[src/hw/stm_defines.svh]
`ifndef STM_DEFINES_SVH
`define STM_DEFINES_SVH

// word geometry
`define STM_WORD_W      12
`define STM_WORD_BITS   13
`define STM_INST_W      23
`define STM_OUT_W       24

// defaults of the array
`define STM_NUM_MOD     4
`define STM_BIT_DIV     8

// latch bit positions, one subinstruction each
`define STM_SI_LDD      0
`define STM_SI_LDA      1
`define STM_SI_ADD      2
`define STM_SI_LDB      3
`define STM_SI_OB       4
`define STM_SI_SHR      5
`define STM_SI_LDT      6
`define STM_SI_LDR      7
`define STM_SI_CMP_BASE 8
`define STM_SI_USE_REF  14
`define STM_SI_USE_T    15
`define STM_SI_CLRW     16

`endif

[src/hw/stm_pkg.sv]
`include "stm_defines.svh"

package stm_pkg;
  typedef logic [`STM_WORD_W-1:0] stm_word_type;
  typedef logic [`STM_INST_W-1:0] stm_inst_type;
  typedef logic [`STM_OUT_W-1:0]  stm_out_type;
endpackage

[src/hw/stm_complementer.sv]
`timescale 1ns/1ps
`default_nettype none

module stm_complementer (
  input  wire logic clk_sys,
  input  wire logic rst_b,
  input  wire logic tick,
  input  wire logic first,
  input  wire logic en,
  input  wire logic din,
  output logic      dout
);
  logic seen_r;

  // copy up to the first one, invert after it
  always_comb
  begin
    dout = din ^ (en & ~first & seen_r);
  end

  always_ff @(posedge clk_sys)
  begin
    if (!rst_b)
      seen_r <= 1'b0;
    else if (tick)
      seen_r <= first ? din : (seen_r | din);
  end
endmodule

`default_nettype wire

[src/hw/stm_serial_adder.sv]
`timescale 1ns/1ps
`default_nettype none

module stm_serial_adder (
  input  wire logic clk_sys,
  input  wire logic rst_b,
  input  wire logic tick,
  input  wire logic first,
  input  wire logic last,
  input  wire logic a,
  input  wire logic b,
  output logic      sum,
  output logic      ext_r,
  output logic      ovf_r
);
  logic c_r;
  logic cin;
  logic cout;

  always_comb
  begin
    cin  = first ? 1'b0 : c_r;
    sum  = a ^ b ^ cin;
    cout = (a & b) | (a & cin) | (b & cin);
  end

  always_ff @(posedge clk_sys)
  begin
    if (!rst_b)
      c_r <= 1'b0;
    else if (tick)
      c_r <= cout;
  end

  // sign stage: true 13th bit kept so halving repairs the word
  always_ff @(posedge clk_sys)
  begin
    if (!rst_b)
    begin
      ovf_r <= 1'b0;
      ext_r <= 1'b0;
    end
    else if (tick && last)
    begin
      ovf_r <= cin ^ cout;
      ext_r <= a ^ b ^ cout;
    end
  end
endmodule

`default_nettype wire

[src/hw/stm_array.sv]
`timescale 1ns/1ps
`default_nettype none
`include "stm_defines.svh"

// What this block does
// (RL1) all data words twelve bits wide
// (RL2) samples enter serially, real and imaginary together
// (RL3) modules chained so samples flow down
// (RL4) window size equals number of loads, capped at two per module
// (RL5) all results presented together, bit serial
// (RL6) output shifts real, imaginary moves into real
// (RL7) external buffer: 24-bit shifter plus holding register
// (RL8) results leave upward in natural order
// (RL9) module gets samples i and i+N/2
// (RL10) one bit per bit time, lockstep
// (RL11) each module forms sum and difference
// (RL12) k iterations for 2^k points
// (RL13) two coefficient registers per module, real then imaginary
// (RL14) coefficients feed premultiply and reference words
// (RL15) control unit reads, decodes, broadcasts program
// (RL16) control unit drives the execution timing; here div_r and bit_r set it and control supplies only inst_shift
// (RL17) eighteen word registers, six enabled complementers
// (RL18) four serial adders catch and correct overflow
// (RL19) automatic scaling keeps full range
// (RL20) load may overlap last word; output may defer
// (RL21) module serves two samples or one filter
// (RL22) instruction shifted in, latched at word end
// (RL23) one latch bit per subinstruction
// (RL24) any overflow halves data in every module
// (RL25) one word per thirteen bit times, two words per 24-bit output word
// (RL26) serial arithmetic least significant bit first
// (RL27) complementers negate when individually enabled
module stm_array
  import stm_pkg::*;
#(
  parameter int NUM_MOD = `STM_NUM_MOD,
  parameter int BIT_DIV = `STM_BIT_DIV
) (
  input  wire logic                     clk_sys,
  input  wire logic                     rst_b,
  input  wire logic                     inst_bit,
  input  wire logic                     inst_shift,
  input  wire logic                     din_re,
  input  wire logic                     din_im,
  input  wire logic                     coef_in,
  input  wire logic                     coef_load,
  input  wire logic                     ovf_notify,
  input  wire logic                     out_ready,
  output stm_out_type                   out_data,
  output logic                          out_valid,
  output logic [2*NUM_MOD-1:0]          res_re_bits,
  output logic [2*NUM_MOD-1:0]          res_im_bits,
  output logic                          word_end,
  output logic                          overflow_flag,
  output logic                          result_ready,
  output logic                          stall,
  output logic [$clog2(2*NUM_MOD):0]    window_count,
  output logic [$clog2(2*NUM_MOD)-1:0]  iter_count
);
  // (RL1) twelve-bit data words
  localparam int W     = `STM_WORD_W;
  localparam int M     = NUM_MOD;
  localparam int LOG2N = $clog2(2 * NUM_MOD);
  localparam int DW    = (BIT_DIV > 1) ? $clog2(BIT_DIV) : 1;
  localparam int CB    = `STM_SI_CMP_BASE;

  if (NUM_MOD < 2 || (NUM_MOD & (NUM_MOD - 1)) != 0)
    $error("NUM_MOD must be a power of two of at least 2");
  if (BIT_DIV < 1)
    $error("BIT_DIV must be at least 1");

  function automatic int stm_rev(input int v);
    int r;
    r = 0;
    for (int i = 0; i < LOG2N; i++)
      r = r | (((v >> i) & 1) << (LOG2N - 1 - i));
    return r;
  endfunction

  // word timing
  logic [DW-1:0]    div_r;
  logic [3:0]       bit_r;
  logic             tick;
  logic             data_tick;
  logic             gap_tick;
  logic             first;
  logic             last;
  // instruction path
  stm_inst_type     inst_sr_r;
  stm_inst_type     latch_r;
  // datapath storage
  stm_word_type     d_r [M][4];
  stm_word_type     a_r [M][4];
  stm_word_type     b_r [M][4];
  stm_word_type     t_r [M][4];
  stm_word_type     reference_register_r [M][2];
  stm_word_type     coef_r [2*M];
  logic [3:0]       dchain [M];
  logic [3:0]       shuf   [M];
  logic [3:0]       bchain [M];
  stm_word_type     ldb_w  [M][4];
  logic [5:0]       cp     [M];
  logic [5:0]       opnd   [M];
  logic [3:0]       sm     [M];
  logic [3:0]       ext    [M];
  logic [3:0]       ovf    [M];
  logic             ovf_any;
  logic             halve;
  // output path
  stm_out_type      sipo_r;
  logic [4:0]       sipo_cnt_r;
  stm_out_type      hold_r;
  logic             hold_v_r;
  stm_out_type      e1_r;
  logic             v1_r;
  logic             push;
  logic             pop;
  logic             sipo_done;

  // all bit and word ticks stop while the buffer cannot take the held word
  always_comb
  begin
    tick      = (div_r == DW'(BIT_DIV - 1)) & ~(hold_v_r & v1_r);
    data_tick = tick & (bit_r != 4'(`STM_WORD_BITS - 1));
    gap_tick  = tick & (bit_r == 4'(`STM_WORD_BITS - 1));
    first     = (bit_r == 4'h0);
    last      = (bit_r == 4'(W - 1));
    push      = hold_v_r & ~v1_r;
    pop       = out_valid & out_ready;
    sipo_done = data_tick & latch_r[`STM_SI_OB]
                & (sipo_cnt_r == 5'(`STM_OUT_W - 1));
  end

  always_ff @(posedge clk_sys)
  begin
    if (!rst_b)
      div_r <= '0;
    else if (div_r == DW'(BIT_DIV - 1))
      div_r <= '0;
    else
      div_r <= div_r + DW'(1);
  end

  // (RL25) thirteen bit times per word
  always_ff @(posedge clk_sys)
  begin
    if (!rst_b)
      bit_r <= 4'h0;
    else if (gap_tick)
      bit_r <= 4'h0;
    else if (data_tick)
      bit_r <= bit_r + 4'h1;
  end

  // (RL22) serial entry, latch at word end
  // (RL16) shift strobe comes from control
  always_ff @(posedge clk_sys)
  begin
    if (!rst_b)
    begin
      inst_sr_r <= '0;
      latch_r   <= '0;
    end
    else
    begin
      if (inst_shift)
        inst_sr_r <= {inst_bit, inst_sr_r[`STM_INST_W-1:1]};
      // (RL23) one bit enables one subinstruction
      if (gap_tick)
        latch_r <= inst_sr_r;
    end
  end

  for (genvar m = 0; m < M; m++)
  begin : g_mod
    localparam int PM = m / 2;
    localparam int PS = (m % 2) * 2;
    localparam int QM = (m + M) / 2;
    localparam int QS = ((m + M) % 2) * 2;
    localparam int K0 = stm_rev(2 * m);
    localparam int K1 = stm_rev(2 * m + 1);
    localparam int AA [4] = '{0, 1, 0, 1};
    localparam int AB [4] = '{5, 3, 2, 4};

    // (RL3) word-serial load chain, P then Q
    if (m == 0)
    begin : g_head
      // (RL2) real and imaginary lines in parallel
      assign dchain[m] = {d_r[M-1][1][0], d_r[M-1][0][0],
                          din_im, din_re};
    end
    else
    begin : g_body
      assign dchain[m] = {d_r[m-1][3][0], d_r[m-1][2][0],
                          d_r[m-1][1][0], d_r[m-1][0][0]};
    end

    // (RL9) next column pairs i with i+N/2
    assign shuf[m] = {a_r[QM][QS+1][0], a_r[QM][QS][0],
                      a_r[PM][PS+1][0], a_r[PM][PS][0]};

    // (RL8) unshuffle on load, chain flows upward
    assign ldb_w[m][0] = a_r[K0/2][(K0%2)*2];
    assign ldb_w[m][1] = a_r[K0/2][(K0%2)*2+1];
    assign ldb_w[m][2] = a_r[K1/2][(K1%2)*2];
    assign ldb_w[m][3] = a_r[K1/2][(K1%2)*2+1];
    if (m == M - 1)
    begin : g_btop
      assign bchain[m] = {1'b0, b_r[m][3][0], b_r[m][2][0],
                          b_r[m][1][0]};
    end
    else
    begin : g_bmid
      assign bchain[m] = {b_r[m+1][0][0], b_r[m][3][0],
                          b_r[m][2][0], b_r[m][1][0]};
    end

    // (RL21) reference/premultiply words replace data
    // when the STM_SI_USE_REF or STM_SI_USE_T latch bit is set
    always_comb
    begin
      opnd[m][0] = latch_r[`STM_SI_USE_REF] ?
                   reference_register_r[m][0][0] : d_r[m][0][0];
      opnd[m][1] = latch_r[`STM_SI_USE_REF] ?
                   reference_register_r[m][1][0] : d_r[m][1][0];
      opnd[m][2] = latch_r[`STM_SI_USE_T] ? t_r[m][0][0] : d_r[m][2][0];
      opnd[m][3] = latch_r[`STM_SI_USE_T] ? t_r[m][1][0] : d_r[m][3][0];
      opnd[m][4] = opnd[m][3];
      opnd[m][5] = opnd[m][2];
    end

    // (RL27) complementer_enable per complementer
    for (genvar c = 0; c < 6; c++)
    begin : g_cmp
      stm_complementer u_cmp (
        .clk_sys (clk_sys),
        .rst_b   (rst_b),
        .tick    (data_tick),
        .first   (first),
        .en      (latch_r[CB + c]),
        .din     (opnd[m][c]),
        .dout    (cp[m][c])
      );
    end

    // (RL11) sum and difference, real and imaginary
    // (RL18) four adders with overflow capture
    for (genvar j = 0; j < 4; j++)
    begin : g_add
      stm_serial_adder u_add (
        .clk_sys (clk_sys),
        .rst_b   (rst_b),
        .tick    (data_tick),
        .first   (first),
        .last    (last),
        .a       (cp[m][AA[j]]),
        .b       (cp[m][AB[j]]),
        .sum     (sm[m][j]),
        .ext_r   (ext[m][j]),
        .ovf_r   (ovf[m][j])
      );
    end
  end

  always_comb
  begin
    ovf_any = 1'b0;
    for (int m = 0; m < M; m++)
      ovf_any = ovf_any | (|ovf[m]);
    // (RL24) any overflow or notice halves all
    halve = latch_r[`STM_SI_ADD] & (ovf_any | ovf_notify);
  end

  // (RL17) eighteen words per module, shifted in place
  // (RL26) low bit leaves first
  // (RL20) data load may overlap the last add word
  always_ff @(posedge clk_sys)
  begin
    if (!rst_b)
    begin
      for (int m = 0; m < M; m++)
        for (int j = 0; j < 4; j++)
          d_r[m][j] <= '0;
    end
    else if (data_tick)
    begin
      for (int m = 0; m < M; m++)
        for (int j = 0; j < 4; j++)
          if (latch_r[`STM_SI_LDD])
            d_r[m][j] <= {dchain[m][j], d_r[m][j][W-1:1]};
          else if (latch_r[`STM_SI_LDA])
            d_r[m][j] <= {shuf[m][j], d_r[m][j][W-1:1]};
          else
            d_r[m][j] <= {d_r[m][j][0], d_r[m][j][W-1:1]};
    end
    else if (gap_tick && latch_r[`STM_SI_SHR])
    begin
      for (int m = 0; m < M; m++)
        for (int j = 0; j < 4; j++)
          d_r[m][j] <= {d_r[m][j][W-1], d_r[m][j][W-1:1]};
    end
  end

  // (RL10) every module steps on the same tick
  always_ff @(posedge clk_sys)
  begin
    if (!rst_b)
    begin
      for (int m = 0; m < M; m++)
        for (int j = 0; j < 4; j++)
          a_r[m][j] <= '0;
    end
    else if (data_tick)
    begin
      for (int m = 0; m < M; m++)
        for (int j = 0; j < 4; j++)
          a_r[m][j] <= {latch_r[`STM_SI_ADD] ? sm[m][j] : a_r[m][j][0],
                        a_r[m][j][W-1:1]};
    end
    // (RL19) halve with the true sign bit
    else if (gap_tick && halve)
    begin
      for (int m = 0; m < M; m++)
        for (int j = 0; j < 4; j++)
          a_r[m][j] <= {ext[m][j], a_r[m][j][W-1:1]};
    end
  end

  // (RL6) real leaves, imaginary steps into real
  always_ff @(posedge clk_sys)
  begin
    if (!rst_b)
    begin
      for (int m = 0; m < M; m++)
        for (int j = 0; j < 4; j++)
          b_r[m][j] <= '0;
    end
    else if (data_tick && latch_r[`STM_SI_OB])
    begin
      for (int m = 0; m < M; m++)
        for (int j = 0; j < 4; j++)
          b_r[m][j] <= {bchain[m][j], b_r[m][j][W-1:1]};
    end
    else if (gap_tick && latch_r[`STM_SI_LDB])
    begin
      for (int m = 0; m < M; m++)
        for (int j = 0; j < 4; j++)
          b_r[m][j] <= ldb_w[m][j];
    end
  end

  // (RL13) module m: real in m, imaginary in m+M
  always_ff @(posedge clk_sys)
  begin
    if (!rst_b)
    begin
      for (int k = 0; k < 2 * M; k++)
        coef_r[k] <= '0;
    end
    else if (data_tick)
    begin
      for (int k = 0; k < 2 * M; k++)
        if (!coef_load)
          coef_r[k] <= {coef_r[k][0], coef_r[k][W-1:1]};
        else if (k == 0)
          coef_r[k] <= {coef_in, coef_r[k][W-1:1]};
        else
          coef_r[k] <= {coef_r[k-1][0], coef_r[k][W-1:1]};
    end
  end

  // (RL14) premultiply pair and reference from coefficients
  always_ff @(posedge clk_sys)
  begin
    if (!rst_b)
    begin
      for (int m = 0; m < M; m++)
      begin
        for (int j = 0; j < 4; j++)
          t_r[m][j] <= '0;
        reference_register_r[m][0] <= '0;
        reference_register_r[m][1] <= '0;
      end
    end
    else if (data_tick)
    begin
      for (int m = 0; m < M; m++)
      begin
        if (latch_r[`STM_SI_LDT])
        begin
          t_r[m][0] <= {coef_r[m][0], t_r[m][0][W-1:1]};
          t_r[m][1] <= {coef_r[m+M][0], t_r[m][1][W-1:1]};
          t_r[m][2] <= {t_r[m][0][0], t_r[m][2][W-1:1]};
          t_r[m][3] <= {t_r[m][1][0], t_r[m][3][W-1:1]};
        end
        if (latch_r[`STM_SI_LDR])
        begin
          reference_register_r[m][0] <=
            {coef_r[m][0], reference_register_r[m][0][W-1:1]};
          reference_register_r[m][1] <=
            {coef_r[m+M][0], reference_register_r[m][1][W-1:1]};
        end
      end
    end
  end

  // (RL4) window grows by one per load word
  // (RL12) k add words make one transform
  always_ff @(posedge clk_sys)
  begin
    if (!rst_b)
    begin
      window_count  <= '0;
      iter_count    <= '0;
      result_ready  <= 1'b0;
      overflow_flag <= 1'b0;
      word_end      <= 1'b0;
    end
    else
    begin
      word_end     <= gap_tick;
      result_ready <= 1'b0;
      if (gap_tick)
      begin
        overflow_flag <= latch_r[`STM_SI_ADD] & ovf_any;
        if (latch_r[`STM_SI_CLRW])
          window_count <= '0;
        else if (latch_r[`STM_SI_LDD] && window_count != (LOG2N+1)'(2*M))
          window_count <= window_count + (LOG2N+1)'(1);
        if (latch_r[`STM_SI_CLRW])
          iter_count <= '0;
        else if (latch_r[`STM_SI_ADD])
        begin
          if (iter_count == LOG2N'(LOG2N - 1))
          begin
            iter_count   <= '0;
            result_ready <= 1'b1;
          end
          else
            iter_count <= iter_count + LOG2N'(1);
        end
      end
    end
  end

  // (RL5) all results out at once, bit serial
  always_ff @(posedge clk_sys)
  begin
    if (!rst_b)
    begin
      res_re_bits <= '0;
      res_im_bits <= '0;
    end
    else if (data_tick)
    begin
      for (int m = 0; m < M; m++)
      begin
        res_re_bits[2*m]   <= a_r[m][0][0];
        res_im_bits[2*m]   <= a_r[m][1][0];
        res_re_bits[2*m+1] <= a_r[m][2][0];
        res_im_bits[2*m+1] <= a_r[m][3][0];
      end
    end
  end

  // (RL7) 24-bit shifter then holding register
  always_ff @(posedge clk_sys)
  begin
    if (!rst_b)
    begin
      sipo_r     <= '0;
      sipo_cnt_r <= '0;
      hold_r     <= '0;
      hold_v_r   <= 1'b0;
    end
    else
    begin
      if (data_tick && latch_r[`STM_SI_OB])
      begin
        sipo_r     <= {b_r[0][0][0], sipo_r[`STM_OUT_W-1:1]};
        sipo_cnt_r <= sipo_done ? 5'h00 : sipo_cnt_r + 5'h01;
      end
      if (sipo_done)
        hold_r <= {b_r[0][0][0], sipo_r[`STM_OUT_W-1:1]};
      hold_v_r <= sipo_done | (hold_v_r & ~push);
    end
  end

  // two-entry buffer; a stall here stops the tick above
  always_ff @(posedge clk_sys)
  begin
    if (!rst_b)
    begin
      out_data  <= '0;
      out_valid <= 1'b0;
      e1_r      <= '0;
      v1_r      <= 1'b0;
      stall     <= 1'b0;
    end
    else
    begin
      stall <= hold_v_r & v1_r;
      if (pop && v1_r)
      begin
        out_data <= e1_r;
        e1_r     <= hold_r;
        v1_r     <= push;
      end
      else if (pop)
      begin
        out_data  <= hold_r;
        out_valid <= push;
      end
      else if (push && !out_valid)
      begin
        out_data  <= hold_r;
        out_valid <= 1'b1;
      end
      else if (push)
      begin
        e1_r <= hold_r;
        v1_r <= 1'b1;
      end
    end
  end
endmodule

`default_nettype wire

[config.mk]
export PLATFORM = sky130hd
export DESIGN_NAME = stm_array
export DESIGN_NICKNAME = d
export VERILOG_FILES = /design/src/hw/stm_pkg.sv /design/src/hw/stm_complementer.sv /design/src/hw/stm_serial_adder.sv /design/src/hw/stm_array.sv
export VERILOG_INCLUDE_DIRS = /design/src /design/src/hw
export SDC_FILE = /design/constraint.sdc
export NUM_CORES = 1
export LEC_CHECK = 0
export BUFFER_PORTS_ARGS = -buffer_cell sky130_fd_sc_hd__buf_4
export CAP_MARGIN = 20
export CORE_MARGIN = 2
export CORE_UTILIZATION = 56
export DETAILED_ROUTE_END_ITERATION = 8
export GPL_TIMING_DRIVEN = 0
export PLACE_DENSITY_LB_ADDON = 0.08
export SLEW_MARGIN = 30
export SYNTH_ARGS = -nofsm -noshare
export SYNTH_HDL_FRONTEND = slang
export SYNTH_SLANG_ARGS = --single-unit
[constraint.sdc]
create_clock -name clk_sys -period 7.5 [get_ports clk_sys]
set_input_delay 1.5 -clock clk_sys [delete_from_list [all_inputs] [get_ports clk_sys]]
set_output_delay 1.5 -clock clk_sys [all_outputs]
set_load 0.02 [all_outputs]
* Yosys cells after proc, flatten, opt, wreduce, memory -nomap -nowiden
Memories as Yosys holds them, arrays and structs flattened. Index checks and enable logic that the tools add are counted.
Word-level totals: bits in registers 250, latch bits 0, RAM bits 960, memory bits (read-only) 0, output and inout port bits 52, word-level logic and storage cells 861, memories kept 6
Memories:
- a_r | depth 4, bits a word 48, read ports 4, clocked after Yosys merged registers in 0, write ports 4, RTL line stm_array.sv:93 | stm_word_type a_r [M][4];
- b_r | depth 4, bits a word 48, read ports 4, clocked after Yosys merged registers in 0, write ports 4, RTL line stm_array.sv:94 | stm_word_type b_r [M][4];
- d_r | depth 4, bits a word 48, read ports 4, clocked after Yosys merged registers in 0, write ports 4, RTL line stm_array.sv:92 | stm_word_type d_r [M][4];
- t_r | depth 4, bits a word 48, read ports 4, clocked after Yosys merged registers in 0, write ports 4, RTL line stm_array.sv:95 | stm_word_type t_r [M][4];
- coef_r | depth 8, bits a word 12, read ports 8, clocked after Yosys merged registers in 0, write ports 8, RTL line stm_array.sv:97 | stm_word_type coef_r [2*M];
- reference_register_r | depth 4, bits a word 24, read ports 4, clocked after Yosys merged registers in 0, write ports 4, RTL line stm_array.sv:96 | stm_word_type reference_register_r [M][2];
Cells by class: add/subtract/negate cells 5, multipliers 0, div/mod/pow operators 0, magnitude comparators 0, eq/ne operators 9, shift operators 0, mux-type cells 309, bitwise operators 414, reduce and logical (&&, ||, !) cells 26
Operator list (count):
- $mux 12 | 168
- $or 1x1->1 | 229
- $mux 24 | 7
- $mux 1 | 128
- $and 1x1->1 | 89
- $xor 1x1->1 | 88
- $reduce_or 4->1 | 5
- $mux 3 | 3
- $add 4x1->4 const B | 2
- $eq 4x4->1 const B | 2
- $logic_and 1x1->1 | 8
- $mux 4 | 2
- $ne 4x4->1 const B | 2
- $not 1->1 | 8
- $reduce_bool 2->1 | 4
- $add 3x1->3 const B | 2
- $reduce_and 2->1 | 3
- $add 5x1->5 const B | 1
- $eq 5x5->1 const B | 1
- $mux 5 | 1
- $logic_not 4->1 | 1
- $reduce_or 2->1 | 2
- $eq 3x2->1 const B | 1
- $eq 3x3->1 const B | 1
- 5 further kinds | 5

* Logic depth before layout (Yosys ltp)
depth in word-level cells 12, gate-level depth with buffers 10, gate-level depth less buffers 9

* By module
A second synthesis with hierarchy kept.
Second synthesis, totals: cell total of the unflattened synthesis 3181, area total of the unflattened synthesis 44495.2 µm²
By module, submodules not included:
- stm_array | instances 1, cells each 2781, area each 40221.1 µm², sequential area each 29488.3 µm²
- stm_serial_adder | instances 16, cells each 16, area each 175.2 µm², sequential area each 60.1 µm²
- stm_complementer | instances 24, cells each 6, area each 61.3 µm², sequential area each 20.0 µm²

* Least setup slack after synthesis
No wires, ideal clock.
path type input to register, from input port rst_b, to memory b_r[0][0] (netlist name), enable pin, setup time 571 ps, arrival 6644 ps, path slack 284 ps, stages on the path 7, buffers on the path 3, cell sequence inv_2 -> nor3_4 -> and2_1 -> buf_4 -> buf_6 -> buf_6 -> nand2b_1
RTL lines:
- start, declared | RTL line stm_array.sv:40 | input wire logic rst_b,
- end, declared | RTL line stm_array.sv:94

==> results.md <==
- Largest cells by area after synthesis: edfxtp_1 (59%), dfxtp_1 (11%), and3_1 (5.3%), a22o_1 (4.8%), and2_1 (4.0%)
- Drt drc: 0
- Drt first pass iters: 8
- FFs w/ async S/R, synth: 0
- Worst-Margin Slew: 1008 ps
- Layout cells sized above 1: 0.1081
- First-pass GRT wire length: 150,100 µm
- Max incr delay on CP: 810 ps
- Synth top area share: 0.5931
- Worst hold path cell count: 1
- Dominant cell type by area after synthesis: edfxtp_1
- RR Endpoint: b_r[1][38]$_DFFE_PP_
- Mux contribution to synthesized area: 0.01808
- HPWL after DPL: 63,310 µm
- CP required: 7890 ps
- Area grow syn2layout: 13.81%
- List of most frequent post-synthesis cells: edfxtp_1 (864), and3_1 (372), and2_1 (282), dfxtp_1 (249), a22o_1 (239)
- Final nets: 3,376
- CTS Root Cell: clkbuf_16
- Ports: 62
- Worst-path cell chain: buf_4, buf_2, clkbuf_1, buf_1, nand2_4, buf_16
- Fin crit share: 0.5240
- RSZ-0062 raised after global routing: no
- Syn Inst Count: 3,141
- Number of flops mapped to enable cells by yosys: 864
- Compound-Gate Fraction of Synth Area: 0.08329
- Pwr/cell area: 261.8 mW/mm²
- Status: finished, final reports clean
- Gr busiest metal: met2
- Pin count of the biggest net entering global routing: 58
- Post-layout util: 0.6437
- CTS resizes: 0
- Avg WL per Cell: 21.36 µm
- CTS Buf Count: 111
- Core area: 0.07734 mm²
- Gp weighted congestion: 0.8898
- Final WL: 95,380 µm
- Max_cap viols: 0
- Maximum clock rate: 254.5 MHz
- Initial Utilization: 0.5656
- Synth Area in Simple Gates: 0.1353
- Met2 global-route usage: 0.3885
- Fillcell total: 5,783
- Main synth FF type: edfxtp_1
- Die height: 283.5 µm
- IO Port Bufs: 59
- Worst Hold Path EP: div_r[0]$_SDFF_PP0_
- Syn avg cell area: 13.93 µm²
- Worst Hold Launch: div_r[0]$_SDFF_PP0_
- Worst slew margin: 0.3279
- Total track usage: 0.2367
- Worst setup SP type: input pin
- Via count: 25,720
- Max FO, Critical Path: 53
- Die footprint: 0.08036 mm²
- Pleak: 19.39 nW
- Final setup violation count: 0
- FF+latch count, synth: 1,113
- Crit path DAT: 4320 ps
- Largest family of logic cells by synthesized area: simple AND/OR/NAND/NOR gates
- Skew-Pair Late Insertion Delay: 680 ps
- Peak VDD IR: 191.1 µV
- Htree depth: 3
- Worst Skew: 24.01 ps
- Clk slew on worst S/H paths: 60 ps
- CTS Hold Bufs: 0
- Congestion Overflow GR: 0
- Ys Warns: 0
- Reg2reg setup slack: 3700 ps
- Setup tns final: 0 ps
- Die X: 283.5 µm
- Num Clock Sinks: 1,113
- Xor-xnor portion of the synthesized cell area: 0.008610
- Final min period: 3930 ps
- Initial antenna violation count: 0
- Hold Slack: 439.0 ps
- M3 GR Usage: 0.02966
- Vias in the first global route: 25,860
- Syn Std Cell Area: 0.04374 mm²
- Global Route met1 Usage: 0.3307
- Initial DRC Count: 2,155
- Syn_nets: 3,190
- Detail-routed via count per cell: 5.760
- Post-Synth Adder-Cell Area: 0.01665
- Worst r2r src: div_r[0]$_SDFF_PP0_
- Post-CTS Setup Bufs: 0
- ANT nets after route: 0
- Fin. Hold Viols: 0
- Total Power: 13.04 mW
- R2r worst-path depth: 11
- Sequential fraction of the synthesis area: 0.7071
- Final slew viol count: 0
- Worst min-delay path class: register to register
- Slowest cell on the critical path: buf_1
- Count of cell types in the netlist: 58
- Crit end category: register
- Most common cell in the netlist: edfxtp_1
- Row Count: 102
- Clock Path Buffers: 3
- Worst Path Class, Setup: input pin to register
- CTS tree: built
state kept, by name, summed over array words and instances (netlist names), 5 cells and up:
signal,count
g_mod.g_cmp.u_cmp.seen_r,24
res_re_bits,8
out_data,24
e1_r,24
sipo_r,23
latch_r,17
g_mod.g_add.u_add.ext_r,16
g_mod.g_add.u_add.ovf_r,16
t_r,96
d_r,192
sipo_cnt_r,5
res_im_bits,8
g_mod.g_add.u_add.c_r,16
coef_r,96
hold_r,24
reference_register_r,96
b_r,192
a_r,192
inst_sr_r,23
routing by layer:
| layer | share of wire | vias to the layer above |
|---|---|---|
| li1 | - | 11970 |
| met1 | 0.45 | 13030 |
| met2 | 0.48 | 566 |
| met3 | 0.040 | 161 |
| met4 | 0.028 | 0 |
| met5 | 0 | - |
worst max path at each step:
stage,cells past startpoint,from,slack (ps),endpoint
6_report,6,rst_b,3570,t_r[0][42]$_SDFFCE_PN0P_
5_1_grt,9,div_r[0]$_SDFF_PP0_,3460,a_r[0][95]$_DFFE_PP_
3_3_place_gp,8,rst_b,-2780,b_r[1][29]$_DFFE_PP_
3_5_place_dp,6,rst_b,2920,t_r[0][27]$_SDFFCE_PN0P_
2_1_floorplan,7,rst_b,280,b_r[0][0]$_DFFE_PP_
4_1_cts,6,rst_b,3620,t_r[0][42]$_SDFFCE_PN0P_
power by group:
group,switching [mW],leakage [nW],internal [mW]
logic,0.200,6.55,0.0648
registers,0.0808,10.9,6.80
clock network,2.37,1.91,3.52
layout make-up:
| class | count | area [µm²] | area share |
|---|---|---|---|
| clock buffer | 143 | 3075 | 0.06178 |
| tap | 1040 | 1301 | 0.02614 |
| buffer | 252 | 1229 | 0.02468 |
| sequential | 1113 | 30930 | 0.6213 |
| inverter | 35 | 131.4 | 0.002639 |
| multi-input combinational | 1741 | 11500 | 0.2311 |
| timing repair buffer | 73 | 768.2 | 0.01543 |
| clock inverter | 67 | 840.8 | 0.01689 |
| antenna | 2 | 5.005 | 0.0001005 |
cells by family after synthesis:
logic type / Yosys count
AOI/OAI and AO/OA: 507
and+or+nand+nor: 1073
xor gates and xnor gates: 43
buffers and inverters: 287
muxes: 79
adders and majority gates: 39
DFF: 1113
through the flow:
step | setup slack [ps] | cell area [µm²] | std cells
after floorplan | 284.4 | 43740 | 3141
after global placement | -2780 | 45490 | 4240
after detailed placement | 2917 | 45860 | 4254
after CTS | 3622 | 49780 | 4464
after global routing | 3464 | 49780 | 4464
final | 3570 | 49780 | 4466
cell usage in the layout (no fill, tap or decap), types with 79 or more instances in the layout:
cell | synthesis | layout
a22o_1 | 239 | 239
clkbuf_16 | 0 | 114
mux2i_1 | 79 | 79
and2_1 | 282 | 282
dfxtp_1 | 249 | 249
a21oi_1 | 109 | 109
nor2_1 | 87 | 87
nand2_1 | 223 | 220
and3_1 | 372 | 372
clkbuf_1 | 146 | 161
edfxtp_1 | 864 | 864
worst max-delay path: cells and delay by family:
kind	cells	cell delay, ps
AND/OR/NAND/NOR	1	600
buffers and inverters	5	2160
Note: power is estimated with default switching activity, not from simulation.
